===== config.mk =====
export PLATFORM = sky130hd
export DESIGN_NAME = bstc_top
export DESIGN_NICKNAME = d
export VERILOG_FILES = /design/src/common/bstc_pkg.sv /design/src/design/bstc_top.sv /design/src/design/bstc_fifo.sv
export SDC_FILE = /design/constraint.sdc
export NUM_CORES = 1
export LEC_CHECK = 0
export BUFFER_PORTS_ARGS = -buffer_cell sky130_fd_sc_hd__buf_2
export CORE_UTILIZATION = 50
export CTS_CLUSTER_SIZE = 24
export DETAILED_ROUTE_END_ITERATION = 7
export HOLD_SLACK_MARGIN = 0.02
export PLACE_DENSITY_LB_ADDON = 0.05
export SYNTH_ARGS = -nofsm -noshare
export SYNTH_HDL_FRONTEND = slang
export SYNTH_SLANG_ARGS = --single-unit
export TNS_END_PERCENT = 50

===== constraint.sdc =====
create_clock -name sys_clk -period 7.2 [get_ports sys_clk]
set_input_delay 1.44 -clock sys_clk [delete_from_list [all_inputs] [get_ports sys_clk]]
set_output_delay 1.44 -clock sys_clk [all_outputs]
set_load 0.02 [all_outputs]

===== src/common/bstc_pkg.sv =====
//////////////////////////////////////////////////////////////////////////////
// Purpose : Shared constants and types of the boundary-scan test port.
// Assumes : All widths match the test registers of the scanned device.
// Notes   : Opcodes other than the reset value are local assignments.
//////////////////////////////////////////////////////////////////////////////
package bstc_pkg;

    // Register lengths
    localparam int IR_W  = 8;
    localparam int BS_W  = 40;
    localparam int CT_W  = 11;

    // Values loaded on reset and capture
    localparam logic [IR_W-1:0] IR_RESET   = 8'hFF;
    localparam logic [IR_W-1:0] IR_CAPTURE = 8'h81;
    localparam logic [BS_W-1:0] BS_RESET   = 40'h00_0000_0000;
    localparam logic [CT_W-1:0] CT_RESET   = 11'h002;

    // Instruction opcodes, even parity in bit 7
    localparam logic [IR_W-1:0] OP_BYPASS   = 8'hFF;
    localparam logic [IR_W-1:0] OP_BOUNDARY = 8'h82;
    localparam logic [IR_W-1:0] OP_CONTROL  = 8'h87;
    localparam logic [IR_W-1:0] OP_RUNTEST  = 8'h09;

    // Test operation field of the control chain
    localparam int CT_OP_LSB   = 0;
    localparam int CT_OP_W     = 2;
    localparam int CT_MASK_BIT = 2;
    localparam logic [CT_OP_W-1:0] TOP_NONE  = 2'h0;
    localparam logic [CT_OP_W-1:0] TOP_COUNT = 2'h1;
    localparam logic [CT_OP_W-1:0] TOP_PSA   = 2'h2;
    localparam logic [CT_OP_W-1:0] TOP_PRPG  = 2'h3;

    // Feedback taps of the signature and pattern generator
    localparam logic [BS_W-1:0] LFSR_TAPS = 40'h80_0000_0038;

    // Snapshot buffer depth
    localparam int SNAP_DEPTH = 8;

    // Controller states, one-hot
    typedef enum logic [15:0] {
        ST_RESET   = 16'h0001,
        ST_IDLE    = 16'h0002,
        ST_SEL_DR  = 16'h0004,
        ST_CAP_DR  = 16'h0008,
        ST_SH_DR   = 16'h0010,
        ST_EX1_DR  = 16'h0020,
        ST_PA_DR   = 16'h0040,
        ST_EX2_DR  = 16'h0080,
        ST_UP_DR   = 16'h0100,
        ST_SEL_IR  = 16'h0200,
        ST_CAP_IR  = 16'h0400,
        ST_SH_IR   = 16'h0800,
        ST_EX1_IR  = 16'h1000,
        ST_PA_IR   = 16'h2000,
        ST_EX2_IR  = 16'h4000,
        ST_UP_IR   = 16'h8000
    } bstc_state_t;

endpackage : bstc_pkg


===== src/design/bstc_top.sv =====
//////////////////////////////////////////////////////////////////////////////
// Purpose : Four-wire test access port controller with its test registers.
// Assumes : Test pins arrive asynchronously and are oversampled by sys_clk,
//           which must run well above four times the test clock.
// Notes   : Boundary chain updates also stream into a snapshot FIFO.
//////////////////////////////////////////////////////////////////////////////
module bstc_top #(
    parameter int SNAP_DEPTH = bstc_pkg::SNAP_DEPTH
) (
    input  wire logic                     sys_clk,
    input  wire logic                     resetn,
    // Test port pins
    input  wire logic                     tck,
    input  wire logic                     tms,
    input  wire logic                     tdi,
    input  wire logic                     tdiDriven,
    output logic                          tdo,
    output logic                          tdoOeN,
    // Device pins observed by the boundary chain
    input  wire logic [bstc_pkg::BS_W-1:0] pinSense,
    // Applied test values and mode
    output logic      [bstc_pkg::BS_W-1:0] pinDrive,
    output logic      [bstc_pkg::CT_W-1:0] testOpControl,
    output logic      [bstc_pkg::IR_W-1:0] activeInstr,
    output logic                          testMode,
    output logic                          runningTest,
    // Snapshot stream of boundary chain updates
    output logic                          snapValid,
    input  wire logic                     snapReady,
    output logic      [bstc_pkg::BS_W-1:0] snapData,
    output logic                          snapRoom,
    output logic                          snapOverflow
);
    import bstc_pkg::*;

    //////////////////////////////////////////////////////////////////////////
    // Pin synchronisers

    logic             tckMeta, tckSync, tckLast;
    logic             tmsMeta, tmsSync;
    logic             tdiMeta, tdiSync;
    logic             drvMeta, drvSync;
    logic [BS_W-1:0]  pinMeta, pinSync;

    // Two flops on every pin before any logic looks at it
    always_ff @(posedge sys_clk or negedge resetn) begin
        if (!resetn) begin
            tckMeta <= 1'b0;
            tckSync <= 1'b0;
            tckLast <= 1'b0;
            tmsMeta <= 1'b1;
            tmsSync <= 1'b1;
            tdiMeta <= 1'b1;
            tdiSync <= 1'b1;
            drvMeta <= 1'b0;
            drvSync <= 1'b0;
            pinMeta <= BS_RESET;
            pinSync <= BS_RESET;
        end else begin
            tckMeta <= tck;
            tckSync <= tckMeta;
            tckLast <= tckSync;
            tmsMeta <= tms;
            tmsSync <= tmsMeta;
            tdiMeta <= tdi;
            tdiSync <= tdiMeta;
            drvMeta <= tdiDriven;
            drvSync <= drvMeta;
            pinMeta <= pinSense;
            pinSync <= pinMeta;
        end
    end

    // Edge enables; both pins settle a cycle ahead of the clock edge
    wire tckRise = tckSync && !tckLast;
    wire tckFall = !tckSync && tckLast;
    // Pad pull-up modelled by forcing a floating input high
    wire tdiBit  = drvSync ? tdiSync : 1'b1;

    //////////////////////////////////////////////////////////////////////////
    // Controller state machine

    bstc_state_t state;
    bstc_state_t next_state;

    // Standard graph; TMS high from anywhere reaches reset in five
    function automatic bstc_state_t step(input bstc_state_t s,
                                         input logic m);
        case (s)
            ST_RESET:  step = m ? ST_RESET  : ST_IDLE;
            ST_IDLE:   step = m ? ST_SEL_DR : ST_IDLE;
            ST_SEL_DR: step = m ? ST_SEL_IR : ST_CAP_DR;
            ST_CAP_DR: step = m ? ST_EX1_DR : ST_SH_DR;
            ST_SH_DR:  step = m ? ST_EX1_DR : ST_SH_DR;
            ST_EX1_DR: step = m ? ST_UP_DR  : ST_PA_DR;
            ST_PA_DR:  step = m ? ST_EX2_DR : ST_PA_DR;
            ST_EX2_DR: step = m ? ST_UP_DR  : ST_SH_DR;
            ST_UP_DR:  step = m ? ST_SEL_DR : ST_IDLE;
            ST_SEL_IR: step = m ? ST_RESET  : ST_CAP_IR;
            ST_CAP_IR: step = m ? ST_EX1_IR : ST_SH_IR;
            ST_SH_IR:  step = m ? ST_EX1_IR : ST_SH_IR;
            ST_EX1_IR: step = m ? ST_UP_IR  : ST_PA_IR;
            ST_PA_IR:  step = m ? ST_EX2_IR : ST_PA_IR;
            ST_EX2_IR: step = m ? ST_UP_IR  : ST_SH_IR;
            ST_UP_IR:  step = m ? ST_SEL_DR : ST_IDLE;
            default:   step = ST_RESET;
        endcase
    endfunction : step

    assign next_state = step(state, tmsSync);

    // Advance only on the sampled rising test-clock edge
    always_ff @(posedge sys_clk or negedge resetn) begin
        if (!resetn) begin
            state <= ST_RESET;
        end else if (tckRise) begin
            state <= next_state;
        end
    end

    //////////////////////////////////////////////////////////////////////////
    // State and instruction decode

    wire inReset  = (state == ST_RESET);
    wire inIdle   = (state == ST_IDLE);
    wire capDr    = (state == ST_CAP_DR);
    wire shDr     = (state == ST_SH_DR);
    wire upDr     = (state == ST_UP_DR);
    wire capIr    = (state == ST_CAP_IR);
    wire shIr     = (state == ST_SH_IR);
    wire upIr     = (state == ST_UP_IR);

    // Shift stages and latches of the four test registers
    logic [IR_W-1:0] irShift;
    logic [IR_W-1:0] irActive;
    logic [BS_W-1:0] bsShift;
    logic [BS_W-1:0] bsLatch;
    logic [CT_W-1:0] ctShift;
    logic [CT_W-1:0] ctLatch;
    logic            bypassBit;

    // One data register selected; unknown opcodes fall back to bypass
    wire selBs     = (irActive == OP_BOUNDARY) || (irActive == OP_RUNTEST);
    wire selCt     = (irActive == OP_CONTROL);
    wire selBypass = !selBs && !selCt;

    // Serial output of whichever register sits in the path
    wire scanOut = shIr ? irShift[0] :
                   selBs ? bsShift[0] :
                   selCt ? ctShift[0] : bypassBit;

    //////////////////////////////////////////////////////////////////////////
    // Instruction register

    // Shift stage: capture status, shift toward the LSB
    always_ff @(posedge sys_clk or negedge resetn) begin
        if (!resetn) begin
            irShift <= IR_RESET;
        end else if (tckRise) begin
            if (inReset)
                irShift <= IR_RESET;
            else if (capIr)
                irShift <= IR_CAPTURE;
            else if (shIr)
                irShift <= {tdiBit, irShift[IR_W-1:1]};
        end
    end

    // Active instruction changes on the falling edge in Update-IR
    always_ff @(posedge sys_clk or negedge resetn) begin
        if (!resetn) begin
            irActive <= IR_RESET;
        end else if (inReset) begin
            irActive <= IR_RESET;
        end else if (tckFall && upIr) begin
            irActive <= irShift;
        end
    end

    //////////////////////////////////////////////////////////////////////////
    // Data registers: capture and shift on the rising edge

    // Bypass captures zero and is a lone shift stage
    always_ff @(posedge sys_clk or negedge resetn) begin
        if (!resetn) begin
            bypassBit <= 1'b0;
        end else if (tckRise && selBypass) begin
            if (capDr)
                bypassBit <= 1'b0;
            else if (shDr)
                bypassBit <= tdiBit;
        end
    end

    // Boundary chain samples the pins, shifted from bit 39 toward bit 0
    always_ff @(posedge sys_clk or negedge resetn) begin
        if (!resetn) begin
            bsShift <= BS_RESET;
        end else if (tckRise) begin
            if (inReset)
                bsShift <= BS_RESET;
            else if (capDr && selBs)
                bsShift <= pinSync;
            else if (shDr && selBs)
                bsShift <= {tdiBit, bsShift[BS_W-1:1]};
        end
    end

    // Control chain captures its update latch, then shifts
    always_ff @(posedge sys_clk or negedge resetn) begin
        if (!resetn) begin
            ctShift <= CT_RESET;
        end else if (tckRise) begin
            if (inReset)
                ctShift <= CT_RESET;
            else if (capDr && selCt)
                ctShift <= ctLatch;
            else if (shDr && selCt)
                ctShift <= {tdiBit, ctShift[CT_W-1:1]};
        end
    end

    //////////////////////////////////////////////////////////////////////////
    // Test operations in Run-Test/Idle

    function automatic logic [BS_W-1:0] lfsr(input logic [BS_W-1:0] v);
        lfsr = {v[BS_W-2:0], ^(v & LFSR_TAPS)};
    endfunction : lfsr

    wire [CT_OP_W-1:0] testOp  = ctLatch[CT_OP_LSB +: CT_OP_W];
    // Masking zeroes the sensed inputs before compression
    wire [BS_W-1:0]    psaIn   = ctLatch[CT_MASK_BIT] ? BS_RESET : pinSync;
    // Only RUNTEST in Idle runs anything; other states just hold
    wire               runNow  = inIdle && (irActive == OP_RUNTEST);
    wire [BS_W-1:0]    runNext =
        (testOp == TOP_COUNT) ? bsLatch + 1'b1 :
        (testOp == TOP_PSA)   ? lfsr(bsLatch) ^ psaIn :
        (testOp == TOP_PRPG)  ? lfsr(bsLatch) : bsLatch;

    //////////////////////////////////////////////////////////////////////////
    // Update latches on the falling edge; run-test steps bsLatch on the rising edge

    // Snapshot push is refused while the FIFO is full
    wire snapPush = tckFall && upDr && selBs;
    wire fifoInReady;

    always_ff @(posedge sys_clk or negedge resetn) begin
        if (!resetn) begin
            bsLatch <= BS_RESET;
        end else if (inReset) begin
            bsLatch <= BS_RESET;
        end else if (snapPush) begin
            bsLatch <= bsShift;
        end else if (tckRise && runNow) begin
            bsLatch <= runNext;
        end
    end

    always_ff @(posedge sys_clk or negedge resetn) begin
        if (!resetn) begin
            ctLatch <= CT_RESET;
        end else if (inReset) begin
            ctLatch <= CT_RESET;
        end else if (tckFall && upDr && selCt) begin
            ctLatch <= ctShift;
        end
    end

    // Lost snapshot is sticky until the port goes through reset state
    always_ff @(posedge sys_clk or negedge resetn) begin
        if (!resetn) begin
            snapOverflow <= 1'b0;
        end else if (snapPush && !fifoInReady) begin
            snapOverflow <= 1'b1;
        end else if (inReset) begin
            snapOverflow <= 1'b0;
        end
    end

    //////////////////////////////////////////////////////////////////////////
    // Serial output, changed only on the falling edge

    // Drives the LSB from the first fall in Shift, floats in Exit1 onward
    always_ff @(posedge sys_clk or negedge resetn) begin
        if (!resetn) begin
            tdo    <= 1'b0;
            tdoOeN <= 1'b1;
        end else if (tckFall) begin
            tdo    <= scanOut;
            tdoOeN <= !(shDr || shIr);
        end
    end

    //////////////////////////////////////////////////////////////////////////
    // Mode outputs

    // Normal function while in reset state or under bypass
    always_ff @(posedge sys_clk or negedge resetn) begin
        if (!resetn) begin
            testMode    <= 1'b0;
            runningTest <= 1'b0;
        end else begin
            testMode    <= !inReset && !selBypass;
            runningTest <= runNow && (testOp != TOP_NONE);
        end
    end

    assign pinDrive      = bsLatch;
    assign testOpControl = ctLatch;
    assign activeInstr   = irActive;
    assign snapRoom      = fifoInReady;

    //////////////////////////////////////////////////////////////////////////
    // Snapshot buffer

    bstc_fifo #(
        .WIDTH (BS_W),
        .DEPTH (SNAP_DEPTH)
    ) u_snap (
        .sys_clk  (sys_clk),
        .resetn   (resetn),
        .inValid  (snapPush),
        .inReady  (fifoInReady),
        .inData   (bsShift),
        .outValid (snapValid),
        .outReady (snapReady),
        .outData  (snapData)
    );

endmodule : bstc_top


===== src/design/bstc_fifo.sv =====
//////////////////////////////////////////////////////////////////////////////
// Purpose : Small synchronous FIFO with valid/ready on both sides.
// Assumes : Single clock, asynchronous active-low reset.
// Notes   : Simultaneous push and pop on a full FIFO is refused on push.
//////////////////////////////////////////////////////////////////////////////
module bstc_fifo #(
    parameter int WIDTH = 40,
    parameter int DEPTH = 8
) (
    input  wire logic             sys_clk,
    input  wire logic             resetn,
    input  wire logic             inValid,
    output logic                  inReady,
    input  wire logic [WIDTH-1:0] inData,
    output logic                  outValid,
    input  wire logic             outReady,
    output logic      [WIDTH-1:0] outData
);
    localparam int AW = (DEPTH > 1) ? $clog2(DEPTH) : 1;

    logic [WIDTH-1:0] mem [DEPTH];
    logic [AW-1:0]    wrPtr;
    logic [AW-1:0]    rdPtr;
    logic [AW:0]      count;
    wire              push = inValid && inReady;
    wire              pop  = outValid && outReady;

    // Honest flags from the occupancy count
    assign inReady  = (count != (AW+1)'(DEPTH));
    assign outValid = (count != '0);
    assign outData  = mem[rdPtr];

    function automatic logic [AW-1:0] bump(input logic [AW-1:0] p);
        bump = (p == AW'(DEPTH-1)) ? '0 : p + 1'b1;
    endfunction : bump

    // Storage write, no reset needed on data
    always_ff @(posedge sys_clk) begin
        if (push) begin
            mem[wrPtr] <= inData;
        end
    end

    // Pointers and occupancy
    always_ff @(posedge sys_clk or negedge resetn) begin
        if (!resetn) begin
            wrPtr <= '0;
            rdPtr <= '0;
            count <= '0;
        end else begin
            if (push) wrPtr <= bump(wrPtr);
            if (pop)  rdPtr <= bump(rdPtr);
            count <= count + (AW+1)'(push) - (AW+1)'(pop);
        end
    end

endmodule : bstc_fifo


# --- Word-level counts from Yosys, hierarchy flattened ---
# Memory sizes are Yosys's and may differ from the RTL's.
# Index checks and enable logic that the tools add are counted.
word_totals:
  register_bits: 239
  mem_bits_rw: 320
  in_bits: 47
  out_inout_bits: 106
  elab_cells: 153
  n_memories: 1
mem_list:
  columns: ["name", "words", "word_bits", "read_ports", "rd_ports_with_merged_regs", "write_ports", "line", "rtl"]
  rows:
  - ["u_snap.mem", 8, 40, 1, 0, 1, "bstc_fifo.sv:21", "logic [WIDTH-1:0] mem [DEPTH];"]
classes:
  n_addsub: 5
  n_eq_ne: 25
  mux: 45
  bitwise: 1
  reduce_logical: 49
op_table:
  columns: ["operator", "n"]
  rows:
  - ["2-to-1 mux 40 bit", 10]
  - ["case mux 16 bit (12 select lines)", 1]
  - ["2-to-1 mux 11 bit", 6]
  - ["2-to-1 mux 8 bit", 6]
  - ["adder 40 x 1 -> 40 bit (second input constant)", 1]
  - ["XOR reduction 40 bit", 1]
  - ["XOR 40 bit", 1]
  - ["2-to-1 mux 16 bit", 2]
  - ["logical AND 1 bit", 19]
  - ["2-to-1 mux 9 bit", 2]
  - ["equality test 16 x 1 -> 1 bit (second input constant)", 1]
  - ["equality test 16 x 10 -> 1 bit (second input constant)", 1]
  - ["equality test 16 x 11 -> 1 bit (second input constant)", 1]
  - ["equality test 16 x 12 -> 1 bit (second input constant)", 1]
  - ["equality test 16 x 13 -> 1 bit (second input constant)", 1]
  - ["equality test 16 x 14 -> 1 bit (second input constant)", 1]
  - ["equality test 16 x 15 -> 1 bit (second input constant)", 1]
  - ["equality test 16 bit (second input constant)", 1]
  - ["equality test 16 x 2 -> 1 bit (second input constant)", 1]
  - ["equality test 16 x 3 -> 1 bit (second input constant)", 1]
  - ["equality test 16 x 4 -> 1 bit (second input constant)", 1]
  - ["equality test 16 x 5 -> 1 bit (second input constant)", 1]
  - ["equality test 16 x 6 -> 1 bit (second input constant)", 1]
  - ["equality test 16 x 7 -> 1 bit (second input constant)", 1]
  - ["other kinds (27)", 62]

# --- Logic depth before layout (Yosys ltp) ---
depth:
  word_depth: 7
  mapped_depth: 11
  ltp_nobuf: 11

# --- Modules after synthesis ---
# A second synthesis with hierarchy kept.
unflattened:
  hier_cells: 1631
  hier_area_um2: 24179.4
modules_own_cells:
  columns: ["mod", "instances", "cells_per_inst", "area_each_um2", "seq_area_each_um2"]
  rows:
  - ["bstc_fifo", 1, 519, 12891.1, 9859.5]
  - ["bstc_top", 1, 1112, 11288.3, 5760.5]

# --- Worst setup path after synthesis ---
# OpenSTA, ideal clock, no wires.
synth_timing:
  path_kind: "reg-to-reg"
  start: "register state[13]"
  end: "memory u_snap.mem[0][0], enable pin"
  setup_ps: 537
  arrival_time_ps: 5842
  required_ps: 6663
  slack_ps: 821
  path_stages_with_launch: 6
  n_path_buf: 0
  synth_period_minus_slack_ps: 6379
  cell_sequence: "dfrtp_1 -> or4_4 -> or4_1 -> nor3_4 -> nand2_2 -> nor4_1"
synth_via:
  elab_chain_cells: 6
synth_lines:
  columns: ["element", "line", "rtl"]
  rows:
  - ["from (decl)", "bstc_top.sv:83", "bstc_state_t state;"]
  - ["from (signal assigned)", "bstc_top.sv:117", "state <= next_state;"]
  - ["equality test 16 x 9 -> 1 bit", "bstc_top.sv:128", "wire upDr = (state == ST_UP_DR);"]
  - ["logical AND 1 bit (2 in series)", "bstc_top.sv:244", "wire snapPush = tckFall && upDr && selBs;"]
  - ["logical AND 1 bit", "bstc_fifo.sv:25", "wire push = inValid && inReady;"]
  - ["2-to-1 mux 1 bit", "bstc_fifo.sv:39", "if (push) begin"]
  - ["2-to-1 mux 1 bit (not written as such)", "bstc_fifo.sv:40", "mem[wrPtr] <= inData;"]
  - ["to (decl)", "bstc_fifo.sv:21", null]
# Every way passes these cells.

# --- Worst setup path in the final report ---
layout_timing:
  start: "register u_snap.rdPtr[0]"
  end: "output port snapData[4] (netlist name)"
layout_via:
  elab_chain_cells: 1
layout_lines:
  columns: ["element", "line", "rtl"]
  rows:
  - ["from (decl)", "bstc_fifo.sv:23", "logic [AW-1:0] rdPtr;"]
  - ["from (signal assigned)", "bstc_fifo.sv:52", "if (pop) rdPtr <= bump(rdPtr);"]
  - ["memory read (8 x 40 bit)", null, null]
  - ["to (decl)", "bstc_top.sv:30", "output logic [bstc_pkg::BS_W-1:0] snapData,"]
# Every way passes these cells.

==> results.sh <==
export IMPL_outcome="finished, violations left"
export IMPL_violations="DRC"
export IMPL_dp_hpwl_mm=36.7
export IMPL_synth_cell_types=85
export IMPL_worst_pin_slew_ns=1.09
export IMPL_min_period_ns=4.67
export IMPL_synth_warnings=0
export IMPL_pin_count=153
export IMPL_synth_top_area_cell="edfxtp_1"
export IMPL_hold_path_endpoint="pinSync[26]"
export IMPL_clock_power_share_pct=41.0
export IMPL_synth_area_leaders="edfxtp_1 (40%), dfrtp_1 (23%), mux4_2 (7.6%)"
export IMPL_r2r_start="activeInstr[3]"
export IMPL_crit_arrival_ns=3.23
export IMPL_slew_headroom_pct=27.3
export IMPL_fp_dieW_um=220
export IMPL_rr_worst_depth=8
export IMPL_syn_to_final_growth_pct=14.5
export IMPL_clk_pin_slew_ns=0.06
export IMPL_grt_ovfl_total=0
export IMPL_grt_pass1_wl_mm=90.4
export IMPL_hold_viol=0
export IMPL_ant_nets=0
export IMPL_cp_max_fo=35
export IMPL_numCtsBuffers=57
export IMPL_cts_resized=0
export IMPL_critical_path_class="flip-flop to output port"
export IMPL_hold_buffers=0
export IMPL_cp_required_ns=5.76
export IMPL_fin_area_mm2=0.0272
export IMPL_yosys_area_top_type_share_pct=40.4
export IMPL_cts_sinks=559
export IMPL_postCtsSetupRepairBufs=0
export IMPL_dpl_cell_area_mm2=0.0252
export IMPL_cp_cell_sequence="buf_4 -> mux4_2 -> mux2_2 -> buf_2"
export IMPL_grtUsageTotal_pct=25.2
export IMPL_seqPwrFrac_pct=47.2
export IMPL_grt_max_degree=156
export IMPL_routed_wl_mm=59.6
export IMPL_place_congestion=0.939
export IMPL_p_switching_mw=1.95
export IMPL_cts_buffer_depth=3
export IMPL_yosys_register_bits=559
export IMPL_initial_core_util_pct=50.8
export IMPL_first_pass_iters=8
export IMPL_post_route_drc_count=14
export IMPL_fmax_mhz=214
export IMPL_synth_flop_cell="edfxtp_1"
export IMPL_grt_pass1_vias=14559
export IMPL_die_h_um=220
export IMPL_antenna_found_initial=0
export IMPL_p_leak_nw=9.15
export IMPL_swShare_pct=25.7
export IMPL_tns_ns=0
export IMPL_clock_skew_ns=0.0138
export IMPL_drive_gt1_share_pct=26.0
export IMPL_yosysMostFrequentCell="edfxtp_1"
export IMPL_fp_row_count=79
export IMPL_core_mm2=0.0468
export IMPL_hp_start="pinMeta[26]"
export IMPL_p_comb_share_pct=11.8
export IMPL_htree_levels=2
export IMPL_nets=1819
export IMPL_syn_area_mm2=0.0238
export IMPL_setup_viol_count_final=0
export IMPL_die_area_mm2=0.0484
export IMPL_cts_root_buf="clkbuf_16"
export IMPL_hold_class="flip-flop to flip-flop"
export IMPL_endpoint_kind="output port"
export IMPL_port_buffers=152
export IMPL_max_cap_violations=0
export IMPL_slowest_stage="dfrtp_4"
export IMPL_vias_per_cell=6.00
export IMPL_finalCritPeriodShare_pct=64.8
export IMPL_ys_seq_area_share_pct=65.7
export IMPL_synthesis_nets=1681
export IMPL_min_path_cells=0
export IMPL_drv_slew=0
export IMPL_synthCells=1617
export IMPL_max_stage_delay_ns=0.93
export IMPL_power_density_mw_per_mm2=280
export IMPL_ir_drop_mv=0.190
export IMPL_p_int_mw=5.66
export IMPL_rsz0062_at_grt="false"
export IMPL_cp_top_family="flip-flops"
export IMPL_drt_iter0_markers=1337
export IMPL_ys_async_sr_fraction_pct=42.8
export IMPL_num_vias=14475
export IMPL_critical_path_buf_inv_count=2
export IMPL_critPathLaunchType="flip-flop"
export IMPL_synth_avg_cell_area_um2=14.7
export IMPL_synth_common_cells="edfxtp_1 (320), dfrtp_1 (215), nand2_1 (154)"
export IMPL_rr_endpoint="u_snap.mem[3][26]"
export IMPL_wire_per_inst_um=24.7
export IMPL_clock_latency_ns=0.61
export IMPL_reg2reg_slack_ns=2.55
export IMPL_synth_edf_count=320
export IMPL_cts_tree="done"
==> placed cells by master, fill, tap and decap left out, types with 15 or more instances in the layout <==
cell type and count:
nor3_1 33, nand4_1 22, xnor2_1 28, buf_4 29, mux2_2 44, o21ai_0 63
o2bb2ai_1 51, dfrtp_1 212, xor2_1 16, edfxtp_1 320, nand2_1 154, mux4_2 80
mux2i_1 66, clkbuf_16 61, dfstp_2 24, buf_2 151, nand3_1 33, nor2_1 45
inv_1 21, a21oi_1 45, ha_1 15
==> power groups by stage <==
stage / Sequential, mW / Combinational, mW / Clock (mW)
6_report: 3.59 / 0.896 / 3.12
5_1_grt: 3.60 / 0.971 / 3.31
4_1_cts: 3.59 / 0.907 / 3.18
2_1_floorplan: 3.52 / 0.726 / 0
3_5_place_dp: 3.66 / 0.904 / 0
3_3_place_gp: 3.66 / 0.897 / 0
==> worst reg2reg max path, cell delays in order (launching register included) <==
cell,delay (ns)
dfstp_2,0.56
nor4bb_1,0.62
o21ai_1,0.44
nor3_4,0.73
nand2_2,0.29
inv_2,0.14
nand2_1,0.21
nor2_4,0.76
buf_4,0.54
==> routing by layer <==
metal	vias to the layer above	part of all wire [%]	track usage, %	wire (µm)
met5	-	0	0	0
met4	0	3.0	8.48	1770
met3	85	5.2	4.38	3110
met2	379	47	39.4	28000
met1	7521	45	35.9	26800
li1	6490	-	-	-
==> registers in the layout, summed over array words and instances (netlist names), 4 cells and up <==
| register | cells |
|---|---|
| bsShift | 40 |
| u_snap.mem | 320 |
| u_snap.count | 4 |
| testOpControl | 11 |
| activeInstr | 8 |
| ctShift | 11 |
| pinMeta | 40 |
| state | 16 |
| irShift | 8 |
| pinDrive | 40 |
| pinSync | 40 |
==> cell type report <==
type / count / area (µm²)
antenna: 1 / 2.50
clock buffer: 80 / 1670
clock inverter: 28 / 349
fill: 3718 / 19500
inverter: 23 / 86.3
multi-input combinational: 932 / 7710
sequential: 559 / 15600
tap: 607 / 759
timing repair buffer: 182 / 1010
==> per-stage QoR <==
stage	hold WS, ns	worst slack (ns)	util (%)	power [mW]	cells
after global routing	0.352	2.28	58.2	7.88	2411
final	0.344	2.53	58.2	7.61	2412
after global placement	0.332	2.74	53.9	4.55	2303
after floorplan	0.331	0.821	-	4.24	1617
after CTS	0.348	2.40	58.2	7.68	2411
after detailed placement	0.335	2.51	53.9	4.56	2303
==> worst max path at each step <==
stage	start	end	slack [ns]	depth (start not counted)
2_1_floorplan	state[13]	u_snap.mem[0][0]	0.82	5
3_3_place_gp	activeInstr[3]	u_snap.mem[3][27]	2.74	8
3_5_place_dp	activeInstr[3]	u_snap.mem[3][25]	2.51	8
4_1_cts	u_snap.rdPtr[0]	snapData[4]	2.40	4
5_1_grt	activeInstr[3]	u_snap.mem[3][35]	2.28	8
6_report	u_snap.rdPtr[0]	snapData[4]	2.53	4
==> cells by family after synthesis <==
kind of cell | share of synthesized area (%)
flip-flops | 65.7
multiplexers | 12.5
buffers and inverters | 2.21
XOR/XNOR | 1.62
adder cells (fa/ha/maj) | 0.926
AND/OR/NAND/NOR | 9.26
AO/OA/AOI/OAI | 7.78
(Power assumes the default switching activity.)
